File: config.mk
export PLATFORM = sky130hd
export DESIGN_NAME = flash_margin_read_control
export DESIGN_NICKNAME = d
export VERILOG_FILES = /design/src/rtl/flash_margin_pkg.sv /design/src/rtl/reg_access_if.sv /design/src/rtl/apb_reg_port.sv /design/src/rtl/flash_margin_read_control.sv /design/src/rtl/reset_sync.sv
export VERILOG_INCLUDE_DIRS = /design/src /design/src/rtl
export SDC_FILE = /design/constraint.sdc
export NUM_CORES = 1
export LEC_CHECK = 0
export ABC_CLOCK_PERIOD_IN_PS = 980
export BUFFER_PORTS_ARGS = -buffer_cell sky130_fd_sc_hd__buf_2
export CORE_MARGIN = 8
export CORE_UTILIZATION = 35
export DETAILED_ROUTE_END_ITERATION = 10
export GPL_ROUTABILITY_DRIVEN = 0
export PLACE_DENSITY = 0.8
export SLEW_MARGIN = 0
export SYNTH_ARGS = -nofsm -noshare
export SYNTH_HDL_FRONTEND = slang
export SYNTH_SLANG_ARGS = --single-unit
File: constraint.sdc
create_clock -name clk_sys -period 0.98 [get_ports clk_sys]
set_input_delay 0.098 -clock clk_sys [delete_from_list [all_inputs] [get_ports clk_sys]]
set_output_delay 0.098 -clock clk_sys [all_outputs]
set_load 0.005 [all_outputs]
File: src/rtl/flash_margin_map.svh
`ifndef FLASH_MARGIN_MAP_SVH
`define FLASH_MARGIN_MAP_SVH

// Byte addresses of the registers on the peripheral bus.
`define FM_OFF_MARGIN   12'h000
`define FM_OFF_IRQEN    12'h004
`define FM_OFF_KEYSTAT  12'h008

// Password byte values, upper byte of the flash control registers.
`define FM_KEY_READ     8'h96
`define FM_KEY_WRITE    8'hA5

// Field positions.
`define FM_MARGIN_ONE_BIT  5
`define FM_MARGIN_ZERO_BIT 4
`define FM_IRQ_EN_BIT      5
`define FM_KEY_VIOL_BIT    1

// Reset values.
`define FM_MARGIN_RST   1'b0
`define FM_IRQEN_RST    1'b0
`define FM_KEYVIOL_RST  1'b0

`endif

File: src/rtl/flash_margin_pkg.sv
package flash_margin_pkg;

  // Register selected by the current bus address.
  typedef enum logic [1:0]
  {
    SEL_MARGIN,
    SEL_IRQEN,
    SEL_KEYSTAT,
    SEL_NONE
  } reg_sel_t;

  // Read mode that the flash array is told to use.
  typedef enum logic [1:0]
  {
    MODE_NORMAL,
    MODE_MARGIN_ZERO,
    MODE_MARGIN_ONE
  } margin_mode_t;

endpackage

File: src/rtl/reg_access_if.sv
`timescale 1ns/100ps

// Carries decoded register accesses from the bus port to the core.
interface reg_access_if;
  logic                        wrStrobe;
  flash_margin_pkg::reg_sel_t  regSel;
  logic [15:0]                 wrData;
  logic [15:0]                 rdData;

  modport port
  (
    output wrStrobe,
    output regSel,
    output wrData,
    input  rdData
  );

  modport core
  (
    input  wrStrobe,
    input  regSel,
    input  wrData,
    output rdData
  );
endinterface

File: src/rtl/apb_reg_port.sv
`timescale 1ns/100ps
`include "flash_margin_map.svh"

// APB slave with no wait states; read data is caught in the setup cycle.
module apb_reg_port
(
  input  logic                clk_sys,
  input  logic                rstSync,
  input  logic                psel,
  input  logic                penable,
  input  logic                pwrite,
  input  logic [11:0]         paddr,
  input  logic [31:0]         pwdata,
  output logic [31:0]         prdata,
  output logic                pready,
  output logic                pslverr,
  reg_access_if.port          regs
);
  // Maps a byte address onto a register; unaligned is unmapped.
  function automatic flash_margin_pkg::reg_sel_t decode(
    input logic [11:0] addr);
    unique case (addr)
      `FM_OFF_MARGIN:  decode = flash_margin_pkg::SEL_MARGIN;
      `FM_OFF_IRQEN:   decode = flash_margin_pkg::SEL_IRQEN;
      `FM_OFF_KEYSTAT: decode = flash_margin_pkg::SEL_KEYSTAT;
      default:         decode = flash_margin_pkg::SEL_NONE;
    endcase
  endfunction

  assign regs.regSel = decode(paddr);
  assign regs.wrData = pwdata[15:0];
  assign pready      = 1'b1;

  // Writes take effect only at the access edge and only where mapped.
  assign regs.wrStrobe = psel && penable && pwrite &&
                         (regs.regSel != flash_margin_pkg::SEL_NONE);

  // An unmapped address answers with an error in the access phase.
  assign pslverr = psel && penable &&
                   (regs.regSel == flash_margin_pkg::SEL_NONE);

  // Read data is a flop so the bus never sees combinational glitches.
  always_ff @(posedge clk_sys or negedge rstSync)
  begin
    if (!rstSync)
      prdata <= 32'h0000_0000;
    else if (psel && !penable && !pwrite)
      prdata <= {16'h0000, regs.rdData};
  end
endmodule

File: src/rtl/flash_margin_read_control.sv
`timescale 1ns/100ps
`include "flash_margin_map.svh"

// What this block does
// - Bad key sets sticky flag and reset.
// - Margin-one bit selects marginal 1 reads.
// - Margin-zero bit selects marginal 0 reads.
// - Flash execution start clears margin-one bit.
// - Flash execution start clears margin-zero bit.
// - Margin-one wins when both bits set.
// - Enable bit gates access violation interrupt.
// - Other enable bits neither driven nor used.
module flash_margin_read_control
(
  input  logic        clk_sys,
  input  logic        rstn,
  input  logic        psel,
  input  logic        penable,
  input  logic        pwrite,
  input  logic [11:0] paddr,
  input  logic [31:0] pwdata,
  output logic [31:0] prdata,
  output logic        pready,
  output logic        pslverr,
  input  logic        cpuFlashExecStart,
  input  logic        accessViolationFlag,
  output logic        marginOneRead,
  output logic        marginZeroRead,
  output logic        accessViolationIrq,
  output logic        keyViolationFlag,
  output logic        powerUpClearReset
);
  logic                            rstSync;
  logic                            marginOneSel;
  logic                            marginZeroSel;
  logic                            irqEnable;
  logic                            keyOk;
  logic                            ctlWrite;
  logic                            badKeyWrite;
  logic                            next_marginOneSel;
  logic                            next_marginZeroSel;
  flash_margin_pkg::margin_mode_t  mode;
  flash_margin_pkg::margin_mode_t  next_mode;

  reg_access_if bus ();

  reset_sync u_reset_sync
  (
    .clk_sys (clk_sys),
    .rstn    (rstn),
    .rstSync (rstSync)
  );

  apb_reg_port u_apb_reg_port
  (
    .clk_sys (clk_sys),
    .rstSync (rstSync),
    .psel    (psel),
    .penable (penable),
    .pwrite  (pwrite),
    .paddr   (paddr),
    .pwdata  (pwdata),
    .prdata  (prdata),
    .pready  (pready),
    .pslverr (pslverr),
    .regs    (bus)
  );

  // Password check on writes.
  // Both the margin register and the key status register are guarded.
  assign keyOk    = (bus.wrData[15:8] == `FM_KEY_WRITE);
  assign ctlWrite = bus.wrStrobe &&
                    ((bus.regSel == flash_margin_pkg::SEL_MARGIN) ||
                     (bus.regSel == flash_margin_pkg::SEL_KEYSTAT));
  assign badKeyWrite = ctlWrite && !keyOk;

  // Execution clears both bits.
  // The hardware clear wins over a write in the same cycle, so flash
  // code never runs with a marginal read mode left behind.
  always_comb
  begin
    next_marginOneSel  = marginOneSel;
    next_marginZeroSel = marginZeroSel;
    if (cpuFlashExecStart)
    begin
      next_marginOneSel  = 1'b0;
      next_marginZeroSel = 1'b0;
    end
    else if (ctlWrite && keyOk &&
             bus.regSel == flash_margin_pkg::SEL_MARGIN)
    begin
      next_marginOneSel  = bus.wrData[`FM_MARGIN_ONE_BIT];
      next_marginZeroSel = bus.wrData[`FM_MARGIN_ZERO_BIT];
    end
  end

  always_comb
  begin
    if (next_marginOneSel)
      next_mode = flash_margin_pkg::MODE_MARGIN_ONE;
    else if (next_marginZeroSel)
      next_mode = flash_margin_pkg::MODE_MARGIN_ZERO;
    else
      next_mode = flash_margin_pkg::MODE_NORMAL;
  end

  // Margin select bits and the decoded mode are stored together.
  always_ff @(posedge clk_sys or negedge rstSync)
  begin
    if (!rstSync)
    begin
      marginOneSel  <= `FM_MARGIN_RST;
      marginZeroSel <= `FM_MARGIN_RST;
      mode          <= flash_margin_pkg::MODE_NORMAL;
    end
    else
    begin
      marginOneSel  <= next_marginOneSel;
      marginZeroSel <= next_marginZeroSel;
      mode          <= next_mode;
    end
  end

  // Mode outputs are straight decodes of the mode flop.
  assign marginOneRead  = (mode == flash_margin_pkg::MODE_MARGIN_ONE);
  assign marginZeroRead = (mode == flash_margin_pkg::MODE_MARGIN_ZERO);

  // Sticky key violation flag.
  // A bad key sets it; a good-key write of zero clears it. The set wins.
  always_ff @(posedge clk_sys or negedge rstSync)
  begin
    if (!rstSync)
      keyViolationFlag <= `FM_KEYVIOL_RST;
    else if (badKeyWrite)
      keyViolationFlag <= 1'b1;
    else if (ctlWrite && bus.regSel == flash_margin_pkg::SEL_KEYSTAT &&
             !bus.wrData[`FM_KEY_VIOL_BIT])
      keyViolationFlag <= 1'b0;
  end

  // Reset request pulse.
  // One cycle wide; the system reset logic stretches it as it needs.
  always_ff @(posedge clk_sys or negedge rstSync)
  begin
    if (!rstSync)
      powerUpClearReset <= 1'b0;
    else
      powerUpClearReset <= badKeyWrite;
  end

  // Only the flash enable bit is held.
  // The shared register needs no password; other bits are dropped.
  always_ff @(posedge clk_sys or negedge rstSync)
  begin
    if (!rstSync)
      irqEnable <= `FM_IRQEN_RST;
    else if (bus.wrStrobe && bus.regSel == flash_margin_pkg::SEL_IRQEN)
      irqEnable <= bus.wrData[`FM_IRQ_EN_BIT];
  end

  always_ff @(posedge clk_sys or negedge rstSync)
  begin
    if (!rstSync)
      accessViolationIrq <= 1'b0;
    else
      accessViolationIrq <= irqEnable && accessViolationFlag;
  end

  // Read values.
  // Reserved bits are never stored, so they can only read as zero.
  always_comb
  begin
    bus.rdData = 16'h0000;
    unique case (bus.regSel)
      flash_margin_pkg::SEL_MARGIN:
      begin
        bus.rdData[15:8] = `FM_KEY_READ;
        bus.rdData[`FM_MARGIN_ONE_BIT]  = marginOneSel;
        bus.rdData[`FM_MARGIN_ZERO_BIT] = marginZeroSel;
      end
      flash_margin_pkg::SEL_IRQEN:
        bus.rdData[`FM_IRQ_EN_BIT] = irqEnable;
      flash_margin_pkg::SEL_KEYSTAT:
      begin
        bus.rdData[15:8] = `FM_KEY_READ;
        bus.rdData[`FM_KEY_VIOL_BIT] = keyViolationFlag;
      end
      flash_margin_pkg::SEL_NONE:
        bus.rdData = 16'h0000;
    endcase
  end
endmodule

File: src/rtl/reset_sync.sv
`timescale 1ns/100ps

// Asserts reset at once and releases it two clock edges later.
module reset_sync
(
  input  logic clk_sys,
  input  logic rstn,
  output logic rstSync
);
  logic stage;

  // Only the second flop is seen by the design.
  always_ff @(posedge clk_sys or negedge rstn)
  begin
    if (!rstn)
    begin
      stage   <= 1'b0;
      rstSync <= 1'b0;
    end
    else
    begin
      stage   <= 1'b1;
      rstSync <= stage;
    end
  end
endmodule

After elaboration in Yosys (flattened, before gate mapping). Cells that the tools add are included.

Output and inout port bits: 39. Register bits after elaboration: 21. Input port bits: 51. Word-level logic and storage cells: 55.

Reduce and logical (&&, ||, !) cells: 23. Eq/ne operators: 9. Muxes and demuxes: 13.

Operator list (number): logical AND 1 bit (14); equality test 12 x 3 -> 1 bit, second input constant (1); equality test 12 x 4 -> 1 bit, second input constant (1); zero test 12 bit (1); 2-to-1 mux 1 bit (9); equality test 8 bit, second input constant (1); 2-to-1 mux 8 bit (1); equality test 2 bit, second input constant (3); case mux 2 bit (3 select lines) (1); equality test 2 x 1 -> 1 bit, second input constant (2); zero test 1 bit (4); zero test 2 bit (1); 2-to-1 mux 2 bit (1); != test 2 bit, second input constant (1); case mux 1 bit (2 select lines) (1); nonzero test 2 bit (1); OR reduction 2 bit (1); logical OR 1 bit (1).

Logic depth before layout (Yosys ltp). Gate-level depths: netlist (run 1).

Depth in word-level cells: 11. Gate-level depth with buffers: 4. Gate-level depth less buffers: 4.

Modules after synthesis. A second synthesis (run 1) with hierarchy kept.

Cells, all modules: 118. Area, all modules: 1373.8 µm².

Modules (own cells, without submodules): apb_reg_port (times used 1, area an instance 930.9 µm², seq. area each 400.4 µm², cells each 80); flash_margin_read_control (times used 1, area an instance 389.1 µm², seq. area each 175.2 µm², cells each 35); reset_sync (times used 1, area an instance 53.8 µm², seq. area each 50.0 µm², cells each 3).

Worst setup path after synthesis (run 1). OpenSTA, ideal clock, no wires.

Path kind: input to register. Start point: in paddr[7]. End point: reg mode[0]. Data arrival time: 1183 ps. Stages on the path: 4. Required time: 852 ps. Setup time: 128 ps. Path buffers: 0. Setup slack: -331 ps. Path through: nor4_4 > nand4_1 > and4b_2 > mux2_1.

Word-level cells in the longest chain between the ends: 11. Elaborated cells between the ends (all ways): 18. Classes of those cells: eq/ne: 4; mux: 7; reduce/logical: 7.

RTL lines: start, declared (RTL line flash_margin_read_control.sv:20) `input logic [11:0] paddr,`; equality test 12 x 4 -> 1 bit, or another cell as far along (RTL line apb_reg_port.sv:22) `unique case (addr)`; case mux 2 bit (3 select lines) (*) (RTL line apb_reg_port.sv:22); != test 2 bit, or another cell as far along (RTL line apb_reg_port.sv:36) `(regs.regSel != flash_margin_pkg::SEL_NONE);`; logical AND 1 bit or logical OR 1 bit (tied branches) (RTL line apb_reg_port.sv:35, flash_margin_read_control.sv:73); logical AND 1 bit (RTL line flash_margin_read_control.sv:72) `assign ctlWrite = bus.wrStrobe &&`; logical AND 1 bit (RTL line flash_margin_read_control.sv:89) `else if (ctlWrite && keyOk &&`; logical AND 1 bit (*) (RTL line flash_margin_read_control.sv:89); 2-to-1 mux 1 bit (RTL line flash_margin_read_control.sv:89); 2-to-1 mux 1 bit (RTL line flash_margin_read_control.sv:84) `if (cpuFlashExecStart)`; 2-to-1 mux 1 bit (RTL line flash_margin_read_control.sv:101) `else if (next_marginZeroSel)`; 2-to-1 mux 2 bit (*) (RTL line flash_margin_read_control.sv:99) `if (next_marginOneSel)`; net next_mode[0] (RTL line flash_margin_read_control.sv:43) `flash_margin_pkg::margin_mode_t next_mode;`; end signal, assigned (RTL line flash_margin_read_control.sv:114) `mode <= flash_margin_pkg::MODE_NORMAL;`; end signal, assigned (RTL line flash_margin_read_control.sv:120) `mode <= next_mode;`; end, declared (RTL line flash_margin_read_control.sv:42) `flash_margin_pkg::margin_mode_t mode;`.

Mark *: on every way through the listed nets, which the timed path passes. The rest lies on a longest branch. A chain may end at the register's enable or synchronous reset.

Final worst setup path (run 1).
Start point: in paddr[4]. End point: out pslverr.

Word-level cells in the longest chain between the ends: 4. Elaborated cells between the ends (all ways): 6. Classes of those cells: eq/ne: 3; mux: 1; reduce/logical: 2.

RTL lines: equality test 12 x 4 -> 1 bit, or another cell as far along (RTL line apb_reg_port.sv:22); case mux 2 bit (3 select lines) (*) (RTL line apb_reg_port.sv:22); equality test 2 bit (*) (RTL line apb_reg_port.sv:40) `(regs.regSel == flash_margin_pkg::SEL_NONE);`; logical AND 1 bit (*) (RTL line apb_reg_port.sv:39) `assign pslverr = psel && penable &&`; end, declared (RTL line flash_margin_read_control.sv:24) `output logic pslverr,`.

Every way passes the cells marked *; elsewhere a longest branch is shown, timed or not.

==> flow_metrics.py, run 1 <==
metrics = {
    "floorplan": {
        "initial_utilization_pct": 36.2,
        "num_rows": 18,
        "die_area_um2": 4350,
        "die_w_um": 66.0,
        "die_y_um": 66.0,
        "pin_count": 90,
        "core_um2": 2410,
    },
    "clock_tree": {
        "cts.path.max_buffers": 2,
        "cts_buffers": 3,
        "cts_root_buf": "clkbuf_4",
        "clkSinkCount": 13,
        "clk_latency_ps": 280,
        "cts_max_level": 1,
        "cts_tree": "yes",
        "clkTransAtPathRegs_ps": 80,
    },
    "setup_path": {
        "cp_top_family": "simple AND/OR/NAND/NOR gates",
        "critPathRequiredTime_ps": 880,
        "cpMostUsedCell": "buf_6",
        "cp_max_fo": 3,
        "cp.buffers_inverters": 3,
        "crit_chain": "buf_6 > nor4_4 > nand3_2 > buf_6 > a21oi_2 > nor2_1 > buf_2",
        "worstPathArrival_ps": 1110,
        "critical_path.max_stage_delay_ps": 330,
        "worstSetupEndpointType": "primary output",
        "crit_type": "in -> out",
        "startpoint_type": "input pin",
        "cpMaxStageDelayCell": "nor4_4",
    },
    "synth": {
        "ys_warn_count": 0,
        "synth_top_cell_area_share_pct": 37.2,
        "postSynthCellCount": 89,
        "yosysUniqueCellTypes": 25,
        "yosysSeqAreaShare_pct": 37.2,
        "synth_area_leaders": "dfrtp_1 (37%), buf_4 (25%), nor4_4 (4.9%)",
        "syn-cell-area_um2": 873,
        "synth-async-reset-ratio_pct": 100,
        "ys_ff_latch": 13,
        "yosysTopAreaCell": "dfrtp_1",
        "synth_edf_count": 0,
        "synthFlopType": "dfrtp_1",
        "syn_avg_cell_area_um2": 9.81,
    },
    "grt": {
        "track_usage_pct": 11.3,
        "grt_pass1_wl_um": 3880,
        "antenna_found_initial": 0,
        "first_global_vias": 897,
        "grt_overflow": 0,
        "grt_max_degree": 12,
    },
    "finish": {
        "area_delta_synth_final_pct": 47.1,
        "final_common_cell": "buf_2",
        "num_antenna_cells": 0,
        "nNetsFinal": 201,
        "layout-drive-gt1-share_pct": 51.7,
        "final_cell_mix": "buf_2 (38), conb_1 (27), buf_4 (14), dfrtp_1 (13)",
        "final_util_pct": 53.3,
        "fillers": 221,
    },
    "drt": {
        "drt_iter0_drc": 26,
        "num_vias": 794,
        "drc": 0,
        "wl_um": 2570,
        "ant_nets": 0,
        "viasPerCell": 4.44,
        "routedWlPerCell_um": 14.4,
        "dr.pass1.iters": 4,
    },
    "place": {
        "dp_slack_ps": -488,
        "dp_hpwl_um": 2030,
        "port_buffers": 42,
    },
    "sta": {
        "skew_ps": 9.55,
        "hold_viol": 0,
        "rsz0062_at_grt": "yes",
        "fmax_mhz": 826,
        "finalCritPeriodShare_pct": 124,
        "final-setup-viol-count": 11,
        "setup_ws_ps": -231,
        "slew_violations": 0,
        "min_period_ps": 1210,
    },
    "outcome": {
        "status": "finished, violations left",
        "violations": "negative setup slack",
    },
    "power_and_ir_drop": {
        "leakage_nw": 0.731,
        "powerDensity_nw_per_um2": 842,
        "peakVddDrop_v": 0.000365,
    },
    "worst_hold_path": {
        "hold_path_class": "in -> reg",
    },
    "flow_run": {
        "maxCapViolCount": 0,
    },
}
[stage by stage]
| step | hold WS (ps) | TNS (ps) | cells | power, mW | cell area [um^2] |
|---|---|---|---|---|---|
| final | 52.1 | -1510 | 179 | 1.08 | 1280 |
| after global routing | 47.1 | -2200 | 179 | 1.13 | 1280 |
| after detailed placement | -116 | -3440 | 168 | 0.719 | 1100 |
| after CTS | 49.4 | -1010 | 177 | 1.07 | 1200 |
| after global placement | -116 | -3010 | 168 | 0.712 | 1100 |
| after floorplan | -198 | -1140 | 114 | 0.689 | 991 |
[final timing paths]
| check | to | startpoint | slack, ps | depth (start not counted) |
|---|---|---|---|---|
| max | pslverr | paddr[4] | -230 | 7 |
| min | accessViolationIrq | accessViolationFlag | 50 | 2 |
| max reg2reg | mode[0] | marginOneSel | 0 | 3 |
| min reg2reg | u_apb_reg_port.prdata[12] | u_reset_sync.rstSync | 190 | 0 |
| max in group asynchronous | u_apb_reg_port.prdata[5] | u_reset_sync.rstSync | 460 | 0 |
| min in group asynchronous | u_reset_sync.stage | rstn | 140 | 2 |
[cell usage after synthesis (3+ instances only)]
cell,count
nand2b_1,4
dfrtp_1,13
nor2_1,3
mux2i_1,3
nand2_1,8
buf_4,29
[final cells by class]
type | instances | area, um^2 | share of cell area, %
multi-input cells | 71 | 499 | 38.9
repair buffers | 61 | 395 | 30.8
flip-flops and latches | 13 | 325 | 25.3
well taps | 30 | 37.5 | 2.92
clock buffers | 3 | 22.5 | 1.75
clock inverters | 1 | 5.00 | 0.389
[registers in the layout, summed over array words and instances, names as in the netlist]
register               flops
marginZeroSel              1
u_reset_sync.rstSync       1
mode                       1
keyViolationFlag           1
irqEnable                  1
accessViolationIrq         1
powerUpClearReset          1
u_reset_sync.stage         1
u_apb_reg_port.prdata      4
marginOneSel               1
[metal layers]
layer | vias up | share of wire [%] | global-route usage, %
met5 | - | 0 | 0
met4 | 0 | 0.74 | 4.00
met3 | 2 | 9.1 | 3.22
met2 | 41 | 53 | 21.0
met1 | 383 | 37 | 11.7
li1 | 368 | - | -
[power breakdown]
group	total, mW	switching, mW	internal, mW
logic	0.188	0.0941	0.0940
clock network	0.344	0.193	0.151
registers	0.550	0.0100	0.540
total	1.08	0.297	0.785
[what timing repair did]
action                                  CTS  global route
gates resized for setup                   7            12
buffers inserted                          4             2
endpoints found under the setup margin   10            12
hold endpoints to repair                  2             0
hold buffers                              1             0
pin swaps                                 7             6
[cell families (layout without fill, tap and decap cells)]
| group | after synthesis | after routing | share of synthesized area [%] |
|---|---|---|---|
| compound gates | 7 | 7 | 5.73 |
| buf+inv | 30 | 65 | 25.4 |
| other cells | 2 | 27 | 0.860 |
| flops | 13 | 13 | 37.2 |
| simple gates | 32 | 32 | 24.8 |
| mux | 5 | 5 | 6.02 |
No activity file was read; power rests on OpenSTA's default activity.
==> inputs of run 2 (changes only) <==
--- a/config.mk
+++ b/config.mk
@@ -15,2 +15,3 @@
 export PLACE_DENSITY = 0.8
+export SKIP_LAST_GASP = 1
 export SLEW_MARGIN = 0
--- a/constraint.sdc
+++ b/constraint.sdc
@@ -3,2 +3,2 @@
 set_output_delay 0.098 -clock clk_sys [all_outputs]
-set_load 0.005 [all_outputs]
+set_load 0.1 [all_outputs]
==> flow_metrics.py, run 2 (synthesized netlist as in run 1, its figures left out) <==
metrics = {
    "outcome": {
        "status": "finished, violations left",
        "violations": "negative setup slack",
    },
    "grt": {
        "antenna_found_initial": 1,
        "grt_overflow": 0,
        "grt_pass1_wl_um": 3920,
        "first_global_vias": 875,
        "grt_max_degree": 12,
        "track_usage_pct": 11.6,
    },
    "floorplan": {
        "num_rows": 18,
        "die_w_um": 66.0,
        "die_y_um": 66.0,
        "die_area_um2": 4350,
        "pin_count": 90,
        "core_um2": 2410,
        "initial_utilization_pct": 36.2,
    },
    "finish": {
        "multiInputGateArea_um2": 505,
        "fin_area_um2": 1470,
        "nNetsFinal": 199,
        "area_delta_synth_final_pct": 67.9,
        "seq_area_um2": 340,
        "top_register": "u_apb_reg_port.prdata",
        "fillers": 185,
        "largest_register_ffs": 4,
        "final_cell_mix": "conb_1 (27), buf_2 (26), buf_4 (13), buf_12 (12), nand2_1 (8)",
        "final_common_cell": "conb_1",
        "layout-drive-gt1-share_pct": 57.8,
        "instances_no_fill": 177,
        "num_antenna_cells": 0,
    },
    "place": {
        "dp_cells": 164,
        "dp_hpwl_um": 1970,
        "dp_slack_ps": -509,
        "place_area_um2": 1290,
        "port_buffers": 42,
    },
    "setup_path": {
        "worstSetupEndpointType": "flip-flop",
        "cp-endpoint": "mode[0]",
        "r2r_end": "u_apb_reg_port.prdata[5]",
        "critPathRequiredTime_ps": 1150,
        "cpMaxStageDelayCell": "and4b_2",
        "crit_path_start": "paddr[10]",
        "reg2regPathDepth": 3,
        "critical_path.max_stage_delay_ps": 360,
        "reg2reg_from": "marginOneSel",
        "cp_max_fo": 3,
        "startpoint_type": "input pin",
        "r2r_slack_ps": -40,
        "crit_chain": "buf_6 > nor4_4 > nand4_1 > and4b_2 > mux2_4",
        "worstPathArrival_ps": 1370,
        "crit_type": "in -> reg",
    },
    "power_and_ir_drop": {
        "powerDensity_nw_per_um2": 1010,
        "leakage_nw": 0.701,
        "peakVddDrop_v": 0.000873,
    },
    "sta": {
        "min_period_ps": 1200,
        "fin_tns_setup_ps": -2040,
        "setup_ws_ps": -220,
        "skew_ps": 0.662,
        "whs_ps": 25.7,
        "fmax_mhz": 833,
        "final-setup-viol-count": 15,
        "hold_viol": 0,
        "slew_violations": 0,
        "finalCritPeriodShare_pct": 122,
        "rsz0062_at_grt": "yes",
    },
    "clock_tree": {
        "cts_root_buf": "clkbuf_4",
        "cts.path.max_buffers": 2,
        "clk_latency_ps": 280,
        "clkSinkCount": 13,
        "clkTransAtPathRegs_ps": 70,
        "cts_buffers": 3,
        "cts_tree": "yes",
        "cts_max_level": 1,
    },
    "worst_hold_path": {
        "hold_path_class": "in -> reg",
    },
    "drt": {
        "drt_iter0_drc": 28,
        "num_vias": 764,
        "wl_um": 2530,
        "dr.pass1.iters": 3,
        "viasPerCell": 4.32,
        "ant_nets": 0,
        "routedWlPerCell_um": 14.3,
        "drc": 0,
    },
    "flow_run": {
        "maxCapViolCount": 0,
    },
}
-- run 2: cell types whose count changed in the layout (fill, tap and decap cells not counted), moves of 2 or more --
cell,change
buf_2,-12
buf_12,+12
dfrtp_4,+2
dfrtp_2,+6
dfrtp_1,-8
-- run 2: area by class of cell --
type                       count  share of cell area, %
clock buffer                   4                   1.79
multi-input combinational     71                   34.5
sequential                    13                   23.2
tap                           30                   2.56
timing repair buffer          59                   38.0
-- run 2: what timing repair did --
action	CTS	global route
endpoints found under the setup margin	17	22
gates resized for setup	9	8
pin swaps	5	5
endpoints found under the hold margin	2	0
setup buffers	7	1
hold buffers	1	0
-- run 2: report_power, final --
group          switching [mW]  internal (mW)
clock                   0.169          0.158
combinational           0.519         0.0905
sequential            0.00909          0.540
total                   0.698          0.789
-- run 2: per-stage QoR --
step                      total power [mW]  util [%]
after CTS                             1.49      58.9
after global placement                1.14      53.4
after detailed placement              1.14      53.4
final                                 1.49      60.9
after floorplan                       1.12         -
after global routing                  1.56      60.9
-- run 2: routing by layer --
metal,track usage (%),wire length (um),vias up,part of all wire [%]
li1,-,-,362,-
met1,11.3,929,345,37
met2,19.7,1230,48,48
met3,5.76,303,7,12
met4,6.40,54,2,2.1
met5,0,16,-,0.63
-- run 2: critical path, delay by kind of cell --
kind	cells	cell delay (ps)
buffers and inverters	1	100
muxes	1	300
and+or+nand+nor	3	880
-- run 2: how the worst min path moves through the flow --
stage | start | end | slack, ps | cells after the start
after detailed placement | rstn | u_reset_sync.rstSync | -110 | 1
after global routing | accessViolationFlag | accessViolationIrq | 30 | 2
final | accessViolationFlag | accessViolationIrq | 30 | 2
after global placement | rstn | u_reset_sync.stage | -120 | 1
after floorplan | rstn | u_reset_sync.rstSync | -200 | 0
after CTS | accessViolationFlag | accessViolationIrq | 20 | 2
==> inputs of run 3 (changes only) <==
Settings changed: ABC_CLOCK_PERIOD_IN_PS 980 to 1500, CORE_UTILIZATION 35 to 37, PLACE_DENSITY 0.8 to 0.84.
Clock period 0.98 ns to 1.5 ns, I/O delays scaled along.
==> flow_metrics.py, run 3 (synthesized netlist as in run 1, its figures left out) <==
metrics = {
    "place": {
        "port_buffers": 42,
        "dp_hpwl_um": 1920,
    },
    "drt": {
        "drc": 0,
        "num_vias": 719,
        "routedWlPerCell_um": 13.2,
        "wl_um": 2140,
        "dr.pass1.iters": 1,
        "drt_iter0_drc": 0,
        "ant_nets": 0,
        "viasPerCell": 4.44,
    },
    "power_and_ir_drop": {
        "powerDensity_nw_per_um2": 890,
        "power_uw": 946,
        "pwr-share-comb_pct": 39.5,
        "pwr-share-seq_pct": 37.9,
        "peakVddDrop_v": 0.000442,
        "leakage_nw": 0.590,
        "p_sw_uw": 450,
        "p_clk_share_pct": 22.5,
        "swShare_pct": 47.6,
        "internal_power_uw": 495,
    },
    "clock_tree": {
        "cts_tree": "yes",
        "cts_root_buf": "clkbuf_4",
        "cts_max_level": 1,
        "clkTransAtPathRegs_ps": 80,
        "cts.path.max_buffers": 2,
        "cts_buffers": 3,
        "clkSinkCount": 13,
        "clk_latency_ps": 280,
    },
    "setup_path": {
        "r2r_end": "mode[0]",
        "worstSetupEndpointType": "primary output",
        "cp.buffers_inverters": 1,
        "cp_top_family": "flip-flops",
        "reg2reg_from": "marginZeroSel",
        "reg2regPathDepth": 2,
        "crit_type": "reg -> out",
        "crit_chain": "nor2b_2 > buf_2",
        "critical_path.max_stage_delay_ps": 420,
        "worstPathArrival_ps": 1270,
        "startpoint_type": "flip-flop",
        "cpMaxStageDelayCell": "dfrtp_1",
        "critPathRequiredTime_ps": 1350,
        "crit_cells": 2,
        "r2r_slack_ps": 540,
        "cp_max_fo": 5,
    },
    "grt": {
        "first_global_vias": 854,
        "antenna_found_initial": 0,
        "grt_overflow": 0,
        "grt_max_degree": 12,
        "grt_pass1_wl_um": 3400,
        "track_usage_pct": 10.1,
    },
    "sta": {
        "skew_ps": 4.59,
        "hold_viol": 0,
        "final-setup-viol-count": 0,
        "fmax_mhz": 703,
        "slew_violations": 0,
        "rsz0062_at_grt": "no",
        "min_period_ps": 1420,
        "finalCritPeriodShare_pct": 94.8,
    },
    "floorplan": {
        "pin_count": 90,
        "num_rows": 17,
        "die_w_um": 64.6,
        "initial_utilization_pct": 39.1,
        "die_area_um2": 4170,
        "die_y_um": 64.6,
        "core_um2": 2230,
    },
    "finish": {
        "fillers": 228,
        "nNetsFinal": 186,
        "final_common_cell": "buf_2",
        "largest_register_ffs": 4,
        "top_register": "u_apb_reg_port.prdata",
        "final_util_pct": 47.6,
        "num_antenna_cells": 0,
        "layout-drive-gt1-share_pct": 41.8,
        "final_cell_mix": "buf_2 (40), conb_1 (27), dfrtp_1 (12), nand2_1 (8)",
        "area_delta_synth_final_pct": 21.6,
    },
    "worst_hold_path": {
        "hold-path-cell-count": 2,
        "min_from": "accessViolationFlag",
        "hold_path_class": "in -> reg",
        "min_to": "accessViolationIrq",
    },
    "outcome": {
        "status": "finished, final reports clean",
    },
    "flow_run": {
        "maxCapViolCount": 0,
    },
}
==> run 3: worst register-to-register path, delay by kind of cell, from the launching register on <==
kind          cells  cell delay [ps]
flops             1              400
mux               1              300
simple gates      1              150
==> run 3: worst max path at each step <==
stage                  from        endpoint  slack [ps]
2_1_floorplan  marginOneSel  marginZeroRead        -390
3_5_place_dp       paddr[7]         mode[0]         -60
3_3_place_gp       paddr[7]         mode[0]         -20
6_report       marginOneSel   marginOneRead          80
5_1_grt        marginOneSel   marginOneRead           8
4_1_cts        marginOneSel   marginOneRead          60
==> run 3: per-stage QoR <==
step	hold WS (ps)	setup slack, ps	TNS [ps]	std cells	instance area, um^2
detailed placement	-61.8	-61.5	-61.5	157	1020
CTS	88.5	64.7	0	162	1060
global placement	-63.9	-20.5	-20.5	157	1020
finish	89.4	78.2	0	162	1060
floorplan	-146	-389	-389	114	973
global route	86.5	8.28	0	162	1060
==> run 3: power by group through the flow <==
stage                     clock network [mW]  registers, mW  logic, mW
after floorplan                            0          0.366      0.364
after global placement                     0          0.366      0.364
after detailed placement                   0          0.366      0.368
after CTS                              0.225          0.359      0.370
after global routing                   0.241          0.360      0.385
final                                  0.213          0.359      0.374
==> run 3: area by class of cell <==
class / count / area [um^2] / share of cell area, %
clock buffer: 3 / 22.5 / 2.12
timing repair buffer: 46 / 248 / 23.3
tap: 28 / 35.0 / 3.30
multi-input combinational: 71 / 425 / 40.0
clock inverter: 1 / 5.00 / 0.471
sequential: 13 / 327 / 30.7
==> run 3: repair_timing <==
action,4_1_cts,5_1_grt
setup endpoints to repair,0,2
hold buffers,1,0
resized for setup,0,3
endpoints found under the hold margin,2,0
setup buffers,0,0
==> run 3: metal layers <==
layer / share of wire (%) / global-route usage, % / vias up
li1: - / - / 345
met1: 35 / 9.56 / 320
met2: 52 / 17.9 / 46
met3: 9.2 / 2.92 / 8
met4: 3.6 / 8.17 / 0
met5: 0 / 0 / -
